==> src/smr_cfg.svh <==
// Constants of the serial mode and status register block: offsets, fields, resets, timing.
// Assumes inclusion by bare name from files under src/ and tb/.
`ifndef SMR_CFG_SVH
`define SMR_CFG_SVH

// Register byte offsets on the bus.
`define SMR_OFF_MODE 5'h00
`define SMR_OFF_STAT 5'h04
`define SMR_OFF_IRQ_STATUS 5'h08
`define SMR_OFF_IRQ_MASK 5'h0c
`define SMR_OFF_SLAVE_ADDR 5'h10

// Reset values.
`define SMR_RST_MODE 8'he0
`define SMR_RST_STAT 8'h81
`define SMR_RST_SLAVE_ADDR 8'h00

// Mode control fields.
`define SMR_MODE_MSB 7
`define SMR_MODE_LSB 5
`define SMR_DEB_MSB 3
`define SMR_DEB_LSB 2
`define SMR_EN_BIT 1
`define SMR_INC_BIT 0

// Two-wire status control fields.
`define SMR_HCF_BIT 7
`define SMR_MATCH_BIT 6
`define SMR_BUSY_BIT 5
`define SMR_TXSEL_BIT 4
`define SMR_ACKSEND_BIT 3
`define SMR_RW_BIT 2
`define SMR_WAKE_BIT 1
`define SMR_ACKRX_BIT 0

// Operating mode codes.
`define SMR_MODE_DIV4 3'h0
`define SMR_MODE_DIV16 3'h1
`define SMR_MODE_DIV64 3'h2
`define SMR_MODE_SUB 3'h3
`define SMR_MODE_TIMER 3'h4
`define SMR_MODE_SPI_SLAVE 3'h5
`define SMR_MODE_TWO_WIRE 3'h6

// Half-period masks of the free divider: a toggle every 2, 8 or 32 clocks.
`define SMR_HALF_DIV4 5'h01
`define SMR_HALF_DIV16 5'h07
`define SMR_HALF_DIV64 5'h1f

// Debounce counter limits; a change passes one clock later, after two or four system clocks.
`define SMR_DEB_SHORT 2'h1
`define SMR_DEB_LONG 2'h3

// Interrupt status bits.
`define SMR_IRQ_MATCH 0
`define SMR_IRQ_DONE 1
`define SMR_IRQ_INC 2

`endif

==> src/smr_pkg.sv <==
// Types shared by the serial mode and status register block.
// Assumes nothing beyond a SystemVerilog compiler.
package smr_pkg;
   typedef logic [2:0] smr_mode_t;
   typedef logic [1:0] smr_deb_t;
   typedef logic [7:0] smr_byte_t;
   typedef enum {SMR_BUS_IDLE, SMR_BUS_ANSWER} smr_bus_state_t;
endpackage

==> src/smr_debounce.sv <==
// Glitch filter for the two-wire clock input.
// Assumes the input is already synchronous to clk.
`timescale 1ns/1ps
`include "smr_cfg.svh"
module smr_debounce (
   input wire logic clk,
   input wire logic reset_n,
   input wire smr_pkg::smr_deb_t debSel,
   input wire logic sclIn,
   output logic sclOut
);
   import smr_pkg::*;

   logic filt;
   logic [1:0] stableCnt;
   logic [1:0] needCnt;

   // Zero selects a straight path; one needs two equal clocks, two or three need four.
   assign needCnt = (debSel == 2'h1) ? `SMR_DEB_SHORT : `SMR_DEB_LONG;
   assign sclOut = (debSel == 2'h0) ? sclIn : filt;

   // A change is passed only after it has held for the whole debounce span.
   always_ff @(posedge clk) begin
      if (!reset_n) begin
         filt <= 1'b1;
         stableCnt <= 2'h0;
      end else if (debSel == 2'h0 || sclIn == filt) begin
         filt <= (debSel == 2'h0) ? sclIn : filt;
         stableCnt <= 2'h0;
      end else if (stableCnt == needCnt) begin
         filt <= sclIn;
         stableCnt <= 2'h0;
      end else begin
         stableCnt <= stableCnt + 2'h1;
      end
   end
endmodule

==> src/smr_top.sv <==
// Mode control and two-wire status registers of the shared serial module, with the
// master shift-clock source, input debounce, pin release and module interrupt.
// Assumes a serial engine outside that reports bus events as one-cycle pulses on clk.
//
// Implementation choices: the Avalon-MM register port and the register offsets.
`timescale 1ns/1ps
`include "smr_cfg.svh"

module smr_top (
   input wire logic clk,
   input wire logic reset_n,
   input wire logic [4:0] address,
   input wire logic read,
   input wire logic write,
   input wire logic [31:0] writedata,
   input wire logic [3:0] byteenable,
   output logic [31:0] readdata,
   output logic waitrequest,
   output logic irq,
   input wire logic cfgOptionEn,
   input wire logic subClkIn,
   input wire logic periodMatch,
   input wire logic sclIn,
   output logic sclFiltered,
   input wire logic rxAddrValid,
   input wire logic [6:0] rxAddr,
   input wire logic rxReadReq,
   input wire logic byteStart,
   input wire logic byteDone,
   input wire logic ackIn,
   input wire logic busStart,
   input wire logic busStop,
   input wire logic spiIncompleteEvt,
   output logic spiClkOut,
   output logic spiClkOe,
   output logic twoWireFuncEn,
   output logic spiFuncEn,
   output logic moduleClkEn,
   output logic slaveTransmitSel,
   output logic ackSendSel,
   output logic addressWakeEn
);
   import smr_pkg::*;

   smr_bus_state_t busState;
   smr_mode_t operatingMode;
   smr_deb_t debounceSelect;
   smr_deb_t debEffective;
   smr_byte_t slaveAddr;
   logic interfaceEnable;
   logic spiIncomplete;
   logic transferComplete;
   logic addressMatch;
   logic busBusy;
   logic masterReadReq;
   logic ackReceived;
   logic [2:0] irqStatus;
   logic [2:0] irqMask;
   logic [4:0] divCnt;
   logic [4:0] halfMask;
   logic effEnable;
   logic prevEnable;
   logic enableRise;
   logic twoWireActive;
   logic masterMode;
   logic matchHit;
   logic doneHit;
   logic incHit;
   logic [2:0] evtHits;
   logic accept;
   logic wrMode;
   logic wrStat;
   logic [31:0] next_readdata;

   ////////////////////////////////////////////////////////////////////////////////
   // Bus slave: one wait state, so read data can come from a flip-flop.

   assign waitrequest = (read || write) && (busState == SMR_BUS_IDLE);
   assign accept = (read || write) && (busState == SMR_BUS_ANSWER);
   assign wrMode = accept && write && byteenable[0] && (address == `SMR_OFF_MODE);
   assign wrStat = accept && write && byteenable[0] && (address == `SMR_OFF_STAT);

   // The answer phase lasts exactly one cycle, then the bus returns to idle.
   always_ff @(posedge clk) begin
      if (!reset_n) begin
         busState <= SMR_BUS_IDLE;
      end else begin
         case (busState)
            SMR_BUS_IDLE: busState <= (read || write) ? SMR_BUS_ANSWER : SMR_BUS_IDLE;
            SMR_BUS_ANSWER: busState <= SMR_BUS_IDLE;
            default: busState <= SMR_BUS_IDLE;
         endcase
      end
   end

   // Read mux; unmapped offsets read as zero.
   always_comb begin
      next_readdata = 32'h0000_0000;
      case (address)
         `SMR_OFF_MODE: next_readdata[7:0] = {operatingMode, 1'b0, debounceSelect,
            interfaceEnable, spiIncomplete};
         `SMR_OFF_STAT: next_readdata[7:0] = {transferComplete, addressMatch, busBusy,
            slaveTransmitSel, ackSendSel, masterReadReq, addressWakeEn, ackReceived};
         `SMR_OFF_IRQ_STATUS: next_readdata[2:0] = irqStatus;
         `SMR_OFF_IRQ_MASK: next_readdata[2:0] = irqMask;
         `SMR_OFF_SLAVE_ADDR: next_readdata[7:0] = slaveAddr;
         default: next_readdata = 32'h0000_0000;
      endcase
   end

   // Data are captured while waitrequest is high and stand through the answer cycle.
   always_ff @(posedge clk) begin
      if (!reset_n) begin
         readdata <= 32'h0000_0000;
      end else if (read && busState == SMR_BUS_IDLE) begin
         readdata <= next_readdata;
      end
   end

   ////////////////////////////////////////////////////////////////////////////////
   // Enable gating and mode decode.

   assign effEnable = interfaceEnable && cfgOptionEn;
   assign enableRise = effEnable && !prevEnable;
   assign twoWireActive = effEnable && (operatingMode == `SMR_MODE_TWO_WIRE);
   assign masterMode = (operatingMode <= `SMR_MODE_TIMER);
   assign debEffective = (operatingMode == `SMR_MODE_TWO_WIRE) ? debounceSelect : 2'h0;
   assign matchHit = twoWireActive && rxAddrValid && (rxAddr == slaveAddr[7:1]);
   assign doneHit = twoWireActive && byteDone;
   assign incHit = effEnable && (operatingMode == `SMR_MODE_SPI_SLAVE) && spiIncompleteEvt;
   assign evtHits = {incHit, doneHit, matchHit};

   // Disabled: pins lose their serial use and the module clock gate closes.
   assign twoWireFuncEn = twoWireActive;
   assign spiFuncEn = effEnable && (masterMode || operatingMode == `SMR_MODE_SPI_SLAVE);
   assign moduleClkEn = effEnable;
   assign spiClkOe = effEnable && masterMode;

   always_ff @(posedge clk) begin
      if (!reset_n) begin
         prevEnable <= 1'b0;
      end else begin
         prevEnable <= effEnable;
      end
   end

   ////////////////////////////////////////////////////////////////////////////////
   // Mode control register. SPI settings live elsewhere and are not touched by enabling.

   always_ff @(posedge clk) begin
      if (!reset_n) begin
         operatingMode <= smr_mode_t'(`SMR_RST_MODE >> `SMR_MODE_LSB);
         debounceSelect <= 2'h0;
         interfaceEnable <= 1'b0;
      end else if (wrMode) begin
         operatingMode <= writedata[`SMR_MODE_MSB:`SMR_MODE_LSB];
         debounceSelect <= writedata[`SMR_DEB_MSB:`SMR_DEB_LSB];
         interfaceEnable <= writedata[`SMR_EN_BIT];
      end
   end

   // A slave-mode incomplete event beats a software clear in the same cycle.
   always_ff @(posedge clk) begin
      if (!reset_n) begin
         spiIncomplete <= 1'b0;
      end else if (incHit) begin
         spiIncomplete <= 1'b1;
      end else if (wrMode) begin
         spiIncomplete <= writedata[`SMR_INC_BIT];
      end
   end

   ////////////////////////////////////////////////////////////////////////////////
   // Two-wire status: software owns only the select bits and the read/write copy.

   always_ff @(posedge clk) begin
      if (!reset_n) begin
         slaveTransmitSel <= 1'((`SMR_RST_STAT >> `SMR_TXSEL_BIT) & 8'h01);
         ackSendSel <= 1'b0;
         addressWakeEn <= 1'b0;
      end else if (wrStat) begin
         slaveTransmitSel <= writedata[`SMR_TXSEL_BIT];
         ackSendSel <= writedata[`SMR_ACKSEND_BIT];
         addressWakeEn <= writedata[`SMR_WAKE_BIT];
      end
   end

   // Enabling the two-wire mode restores the flags; SPI enabling changes nothing.
   always_ff @(posedge clk) begin
      if (!reset_n || (enableRise && twoWireActive)) begin
         transferComplete <= 1'b1;
         addressMatch <= 1'b0;
         busBusy <= 1'b0;
         ackReceived <= 1'b1;
      end else begin
         if (doneHit) begin
            transferComplete <= 1'b1;
         end else if (twoWireActive && byteStart) begin
            transferComplete <= 1'b0;
         end
         if (matchHit) begin
            addressMatch <= 1'b1;
         end else if (twoWireActive && (busStart || busStop)) begin
            addressMatch <= 1'b0;
         end
         if (twoWireActive && busStart) begin
            busBusy <= 1'b1;
         end else if (twoWireActive && busStop) begin
            busBusy <= 1'b0;
         end
         if (doneHit) begin
            ackReceived <= ackIn;
         end
      end
   end

   // The read/write copy follows the bus on a match and software otherwise.
   always_ff @(posedge clk) begin
      if (!reset_n || (enableRise && twoWireActive)) begin
         masterReadReq <= 1'b0;
      end else if (matchHit) begin
         masterReadReq <= rxReadReq;
      end else if (wrStat) begin
         masterReadReq <= writedata[`SMR_RW_BIT];
      end
   end

   ////////////////////////////////////////////////////////////////////////////////
   // Interrupt: sticky events, write one to clear, the set wins over the clear.

   always_ff @(posedge clk) begin
      if (!reset_n) begin
         irqStatus <= 3'h0;
         irqMask <= 3'h0;
         slaveAddr <= `SMR_RST_SLAVE_ADDR;
      end else begin
         for (int i = 0; i < 3; i++) begin
            if (evtHits[i]) begin
               irqStatus[i] <= 1'b1;
            end else if (accept && write && byteenable[0] && address == `SMR_OFF_IRQ_STATUS
               && writedata[i]) begin
               irqStatus[i] <= 1'b0;
            end
         end
         if (accept && write && byteenable[0] && address == `SMR_OFF_IRQ_MASK) begin
            irqMask <= writedata[2:0];
         end
         if (accept && write && byteenable[0] && address == `SMR_OFF_SLAVE_ADDR) begin
            slaveAddr <= writedata[7:0];
         end
      end
   end

   assign irq = |(irqStatus & irqMask);

   ////////////////////////////////////////////////////////////////////////////////
   // Master shift clock. The divider runs freely, so a new ratio lands on the next wrap.

   always_comb begin
      case (operatingMode)
         `SMR_MODE_DIV4: halfMask = `SMR_HALF_DIV4;
         `SMR_MODE_DIV16: halfMask = `SMR_HALF_DIV16;
         default: halfMask = `SMR_HALF_DIV64;
      endcase
   end

   always_ff @(posedge clk) begin
      if (!reset_n) begin
         divCnt <= 5'h00;
      end else begin
         divCnt <= divCnt + 5'h01;
      end
   end

   // Slave and two-wire modes leave the clock idle; the far master drives it then.
   always_ff @(posedge clk) begin
      if (!reset_n || !effEnable) begin
         spiClkOut <= 1'b0;
      end else begin
         case (operatingMode)
            `SMR_MODE_DIV4, `SMR_MODE_DIV16, `SMR_MODE_DIV64: begin
               if ((divCnt & halfMask) == halfMask) begin
                  spiClkOut <= !spiClkOut;
               end
            end
            `SMR_MODE_SUB: spiClkOut <= subClkIn;
            `SMR_MODE_TIMER: begin
               if (periodMatch) begin
                  spiClkOut <= !spiClkOut;
               end
            end
            default: spiClkOut <= 1'b0;
         endcase
      end
   end

   smr_debounce u_debounce (
      .clk(clk),
      .reset_n(reset_n),
      .debSel(debEffective),
      .sclIn(sclIn),
      .sclOut(sclFiltered)
   );
endmodule

==> config.mk <==
export PLATFORM = sky130hd
export DESIGN_NAME = smr_top
export DESIGN_NICKNAME = d
export VERILOG_FILES = /design/src/smr_pkg.sv /design/src/smr_debounce.sv /design/src/smr_top.sv
export VERILOG_INCLUDE_DIRS = /design/src /design/src/src
export SDC_FILE = /design/constraint.sdc
export NUM_CORES = 1
export LEC_CHECK = 0
export BUFFER_PORTS_ARGS = -buffer_cell sky130_fd_sc_hd__buf_2
export CORE_ASPECT_RATIO = 1.5
export CORE_MARGIN = 1.5
export CORE_UTILIZATION = 43
export CTS_CLUSTER_DIAMETER = 150
export CTS_CLUSTER_SIZE = 10
export DETAILED_ROUTE_END_ITERATION = 6
export PLACE_DENSITY = 0.76
export SLEW_MARGIN = 10
export SYNTH_ARGS = -nofsm -noshare
export SYNTH_HDL_FRONTEND = slang
export SYNTH_HIERARCHICAL = 1
export SYNTH_SLANG_ARGS = --single-unit
export TNS_END_PERCENT = 10
==> constraint.sdc <==
create_clock -name clk -period 1.5 [get_ports clk]
set_input_delay 0.15 -clock clk [delete_from_list [all_inputs] [get_ports clk]]
set_output_delay 0.15 -clock clk [all_outputs]
set_load 0.01 [all_outputs]
==> results.toml <==
[global_route]
grt_overflow = 0
grt_use_total_pct = 19.6
grt_pass1_vias = 2034
grt_antenna_before_repair = 0
grt_start_max_net_pins = 21
first_pass_grt_wire_length_um = 9650

[logic_synthesis]
yosys_register_bits = 48
postSynth.asyncResetShare_pct = 0
synth_cells = 281
yosys.cell_types.count = 54
synth.yosys.warnings = 6
post_synth_mux_area_share_pct = 11.2
yosys.area_share.adder_pct = 0.886
synth_xor_area_share_pct = 4.13
synth_compound_area_share_pct = 14.7
syn_area_per_cell_um2 = 9.05
netlist.area_leader.share_pct = 37.8
most_instantiated_flip_flop_cell_in_the_synthesis_netlist = "dfxtp_1"
combinational_family_with_the_most_area_after_synthesis = "simple AND/OR/NAND/NOR gates"
synth-seq-area-share_pct = 37.8
mappedNetlistArea_um2 = 2540
synth_enable_flop_cells = 0
top_area_cells_in_the_synthesized_netlist = "dfxtp_1 38%, mux2i_1 11%, buf_4 7.7%, nor2_1 5.0%, nand2_1 3.1%"
synthSimpleGateAreaFrac_pct = 19.7
synth_top_cell_by_area = "dfxtp_1"

[sta]
setup_ws_ps = -43.2
final.setup_skew_ps = 9.11
grt_setup_unrepaired = "yes"
post-route-min-period_ps = 1540
timing.final.max_slew_violations = 0
setup_viol = 1
final.period_utilization_pct = 103
hold_viol = 0
timing.fmax_mhz = 648

[place]
place.gp.congestion = 0.833
detailedPlace.worstSlack_ps = 85.1
placement.io_buffers = 55
place.detailed.hpwl_um = 4640

[detailed_routing]
drt-wirelength-per-cell_um = 14.3
first_iter_violations = 102
detailroute.via_count = 2167
remaining_drc_errors = 0
viasPerCell = 5.11
finalWirelength_um = 6070
drt_pass1_iterations = 4
ant_nets = 0

[cts]
cts_hold_buf = 0
cts_sinks = 48
cts_buffers = 5
htree_num_levels = 2
clk_latency_ps = 310
clock-root-buffer = "clkbuf_8"
path_clk_slew_ps = 80
cts_tree = "built"
maximum_count_of_clock_buffers_along_a_single_path = 2

[power_and_ir_drop]
power_report.internal_total_w = 0.00174
total_leakage_power_nw = 1.34
comb_power_share_pct = 10.2
post-layout-total-power_w = 0.00234
power.share.clock_pct = 34.4
p_sw_w = 0.000593
sequentialPowerShare_pct = 55.4
cellPowerDensity_nw_per_um2 = 772
vdd.ir_drop.worst_uv = 414
switching_share_pct = 25.4

[final_layout]
post-route-util_pct = 52.7
antennaDiodeCount = 0
share_of_post_route_cells_with_drive_strength_above_1_pct = 29.3
flow.area_growth_from_synthesis_pct = 19.1
fin_nets = 416
filler_cell_count = 561

[job]
drv_cap = 0

[die]
die_w_um = 65.8
ioPinCount = 107
dieArea_um2 = 6390
y_dimension_of_the_die_um = 97.2
rows = 34
starting_utilization_of_the_core_area_pct = 44.3
core_um2 = 5740

[setup_path]
worst-r2r-cell-count = 6
timing.setup.critical_path_class = "reg2out"
worst_setup_path_startpoint = "operatingMode[0]$_SDFFE_PN1P_"
worstPathRequired_ps = 1350
r2r_end = "u_debounce/filt$_SDFFE_PN1P_"
ff2ff_setup_slack_ps = 30
worst_ep_arrival_time_ps = 1390
setup.worst_path.start_class = "flop"
timing.critical_path.fanout_max = 4
critical_path.reg2reg.startpoint = "operatingMode[0]$_SDFFE_PN1P_"
timing.critical_path.to_type = "output pin"

[worst_hold_path]
hold_class = "in2reg"
hold-path-cell-count = 3
worstHoldStart = "writedata[7]"
holdPathEnd = "operatingMode[2]$_SDFFE_PN1P_"

[status]
failed_checks = "negative setup slack"
run_status = "finished, violations left"
## power groups by stage
stage | Combinational (W) | Sequential [W] | Clock [W]
finish | 0.000238 | 0.00130 | 0.000805
detailed placement | 0.000233 | 0.00133 | 0
global placement | 0.000229 | 0.00132 | 0
CTS | 0.000235 | 0.00130 | 0.000823
global route | 0.000260 | 0.00130 | 0.000878
floorplan | 0.000177 | 0.00132 | 0
## layout make-up
class	count	area, um2	area share [%]
clock inverters	2	10.0	0.331
inverters	6	22.5	0.744
clock buffers	6	82.6	2.73
well taps	72	90.1	2.98
flip-flops and latches	48	962	31.8
repair buffers	78	460	15.2
multi-input cells	212	1400	46.2
## critical path: stages (launching register included)
cell     delay (ps)
dfxtp_2         330
and3b_2         230
and2_4          190
nor2_4          120
nand2_1          60
nand2_1          50
buf_2           120
## layer usage
layer  track usage, %  share of wire, %
met5                0                 0
met4             9.78               2.1
met3             3.24               5.2
met2             34.3                54
met1             22.1                39
## how the worst max path moves through the flow
stage | slack, ps | endpoint
after floorplan | 50 | u_debounce/filt$_SDFFE_PN1P_
after global routing | -130 | sclFiltered
after detailed placement | 90 | u_debounce/filt$_SDFFE_PN1P_
after global placement | 100 | slaveTransmitSel$_SDFFE_PN0P_
final | -40 | sclFiltered
after CTS | -50 | sclFiltered
## logic make-up after synthesis
family	after synthesis
flops	48
buf+inv	44
other cells	1
simple gates	98
xor+xnor	12
fa+ha+maj	2
compound gates	48
mux	28
## through the flow
| stage | cell area, um2 | TNS (ps) | instances | hold slack, ps |
|---|---|---|---|---|
| 2_1_floorplan | 2630 | 0 | 304 | 216 |
| 3_3_place_gp | 2880 | 0 | 412 | 390 |
| 3_5_place_dp | 2880 | 0 | 412 | 398 |
| 6_report | 3030 | -43.2 | 424 | 84.1 |
| 5_1_grt | 3030 | -192 | 424 | 85.5 |
| 4_1_cts | 3020 | -51.6 | 424 | 74.4 |
## synth_stat cells, types with 2 or more instances
| master | instances |
|---|---|
| dfxtp_1 | 48 |
| nor2_1 | 34 |
| mux2i_1 | 27 |
| buf_4 | 26 |
| nand2_1 | 21 |
| o21ai_0 | 12 |
| nand3_1 | 8 |
| xnor2_1 | 8 |
| a22o_1 | 7 |
| a21oi_1 | 6 |
| clkbuf_1 | 5 |
| inv_1 | 5 |
| and2_1 | 4 |
| and3_1 | 4 |
| buf_2 | 4 |
| nor3_1 | 4 |
| o21a_1 | 4 |
| xor2_1 | 4 |
| a21boi_0 | 3 |
| a221oi_1 | 3 |
| buf_6 | 3 |
| nand4_1 | 3 |
| nand4b_1 | 3 |
| or3_1 | 3 |
| a22oi_1 | 2 |
| nand3b_1 | 2 |
## placed cells by master, fill, tap and decap left out, types with 2 or more instances in the layout
cell type | synthesis | final
xor2_1 | 4 | 4
o21ai_0 | 12 | 11
or3_1 | 3 | 3
mux2i_1 | 27 | 27
nand3_1 | 8 | 8
nand2_1 | 21 | 21
clkinv_2 | 0 | 2
clkbuf_8 | 0 | 6
a22oi_1 | 2 | 2
nor3_1 | 4 | 4
xnor2_1 | 8 | 8
inv_1 | 5 | 4
a221oi_1 | 3 | 3
dfxtp_1 | 48 | 47
conb_1 | 1 | 24
o21a_1 | 4 | 4
nand3b_1 | 2 | 2
nand4b_1 | 3 | 3
buf_2 | 4 | 55
nand4_1 | 3 | 3
and2_1 | 4 | 2
a21boi_0 | 3 | 3
and3_1 | 4 | 4
a21oi_1 | 6 | 6
and2_4 | 0 | 2
buf_4 | 26 | 22
a22o_1 | 7 | 7
nor2_1 | 34 | 33
## state kept, by name (all words and copies together) (netlist names), 2 cells and up
register and flops:
irqMask 3, operatingMode 3, readdata 8, divCnt 5, irqStatus 3, slaveAddr 8
u_debounce/stableCnt 2, debounceSelect 2
## what timing repair did
item                       in CTS  in global routing
hold endpoints to repair        0                  0
setup buffers                   4                  0
cloned                          0                  0
setup endpoints to repair       1                  4
pin swaps                       3                  0
gates resized for setup         9                  2
No activity file was read; power rests on OpenSTA's default activity.
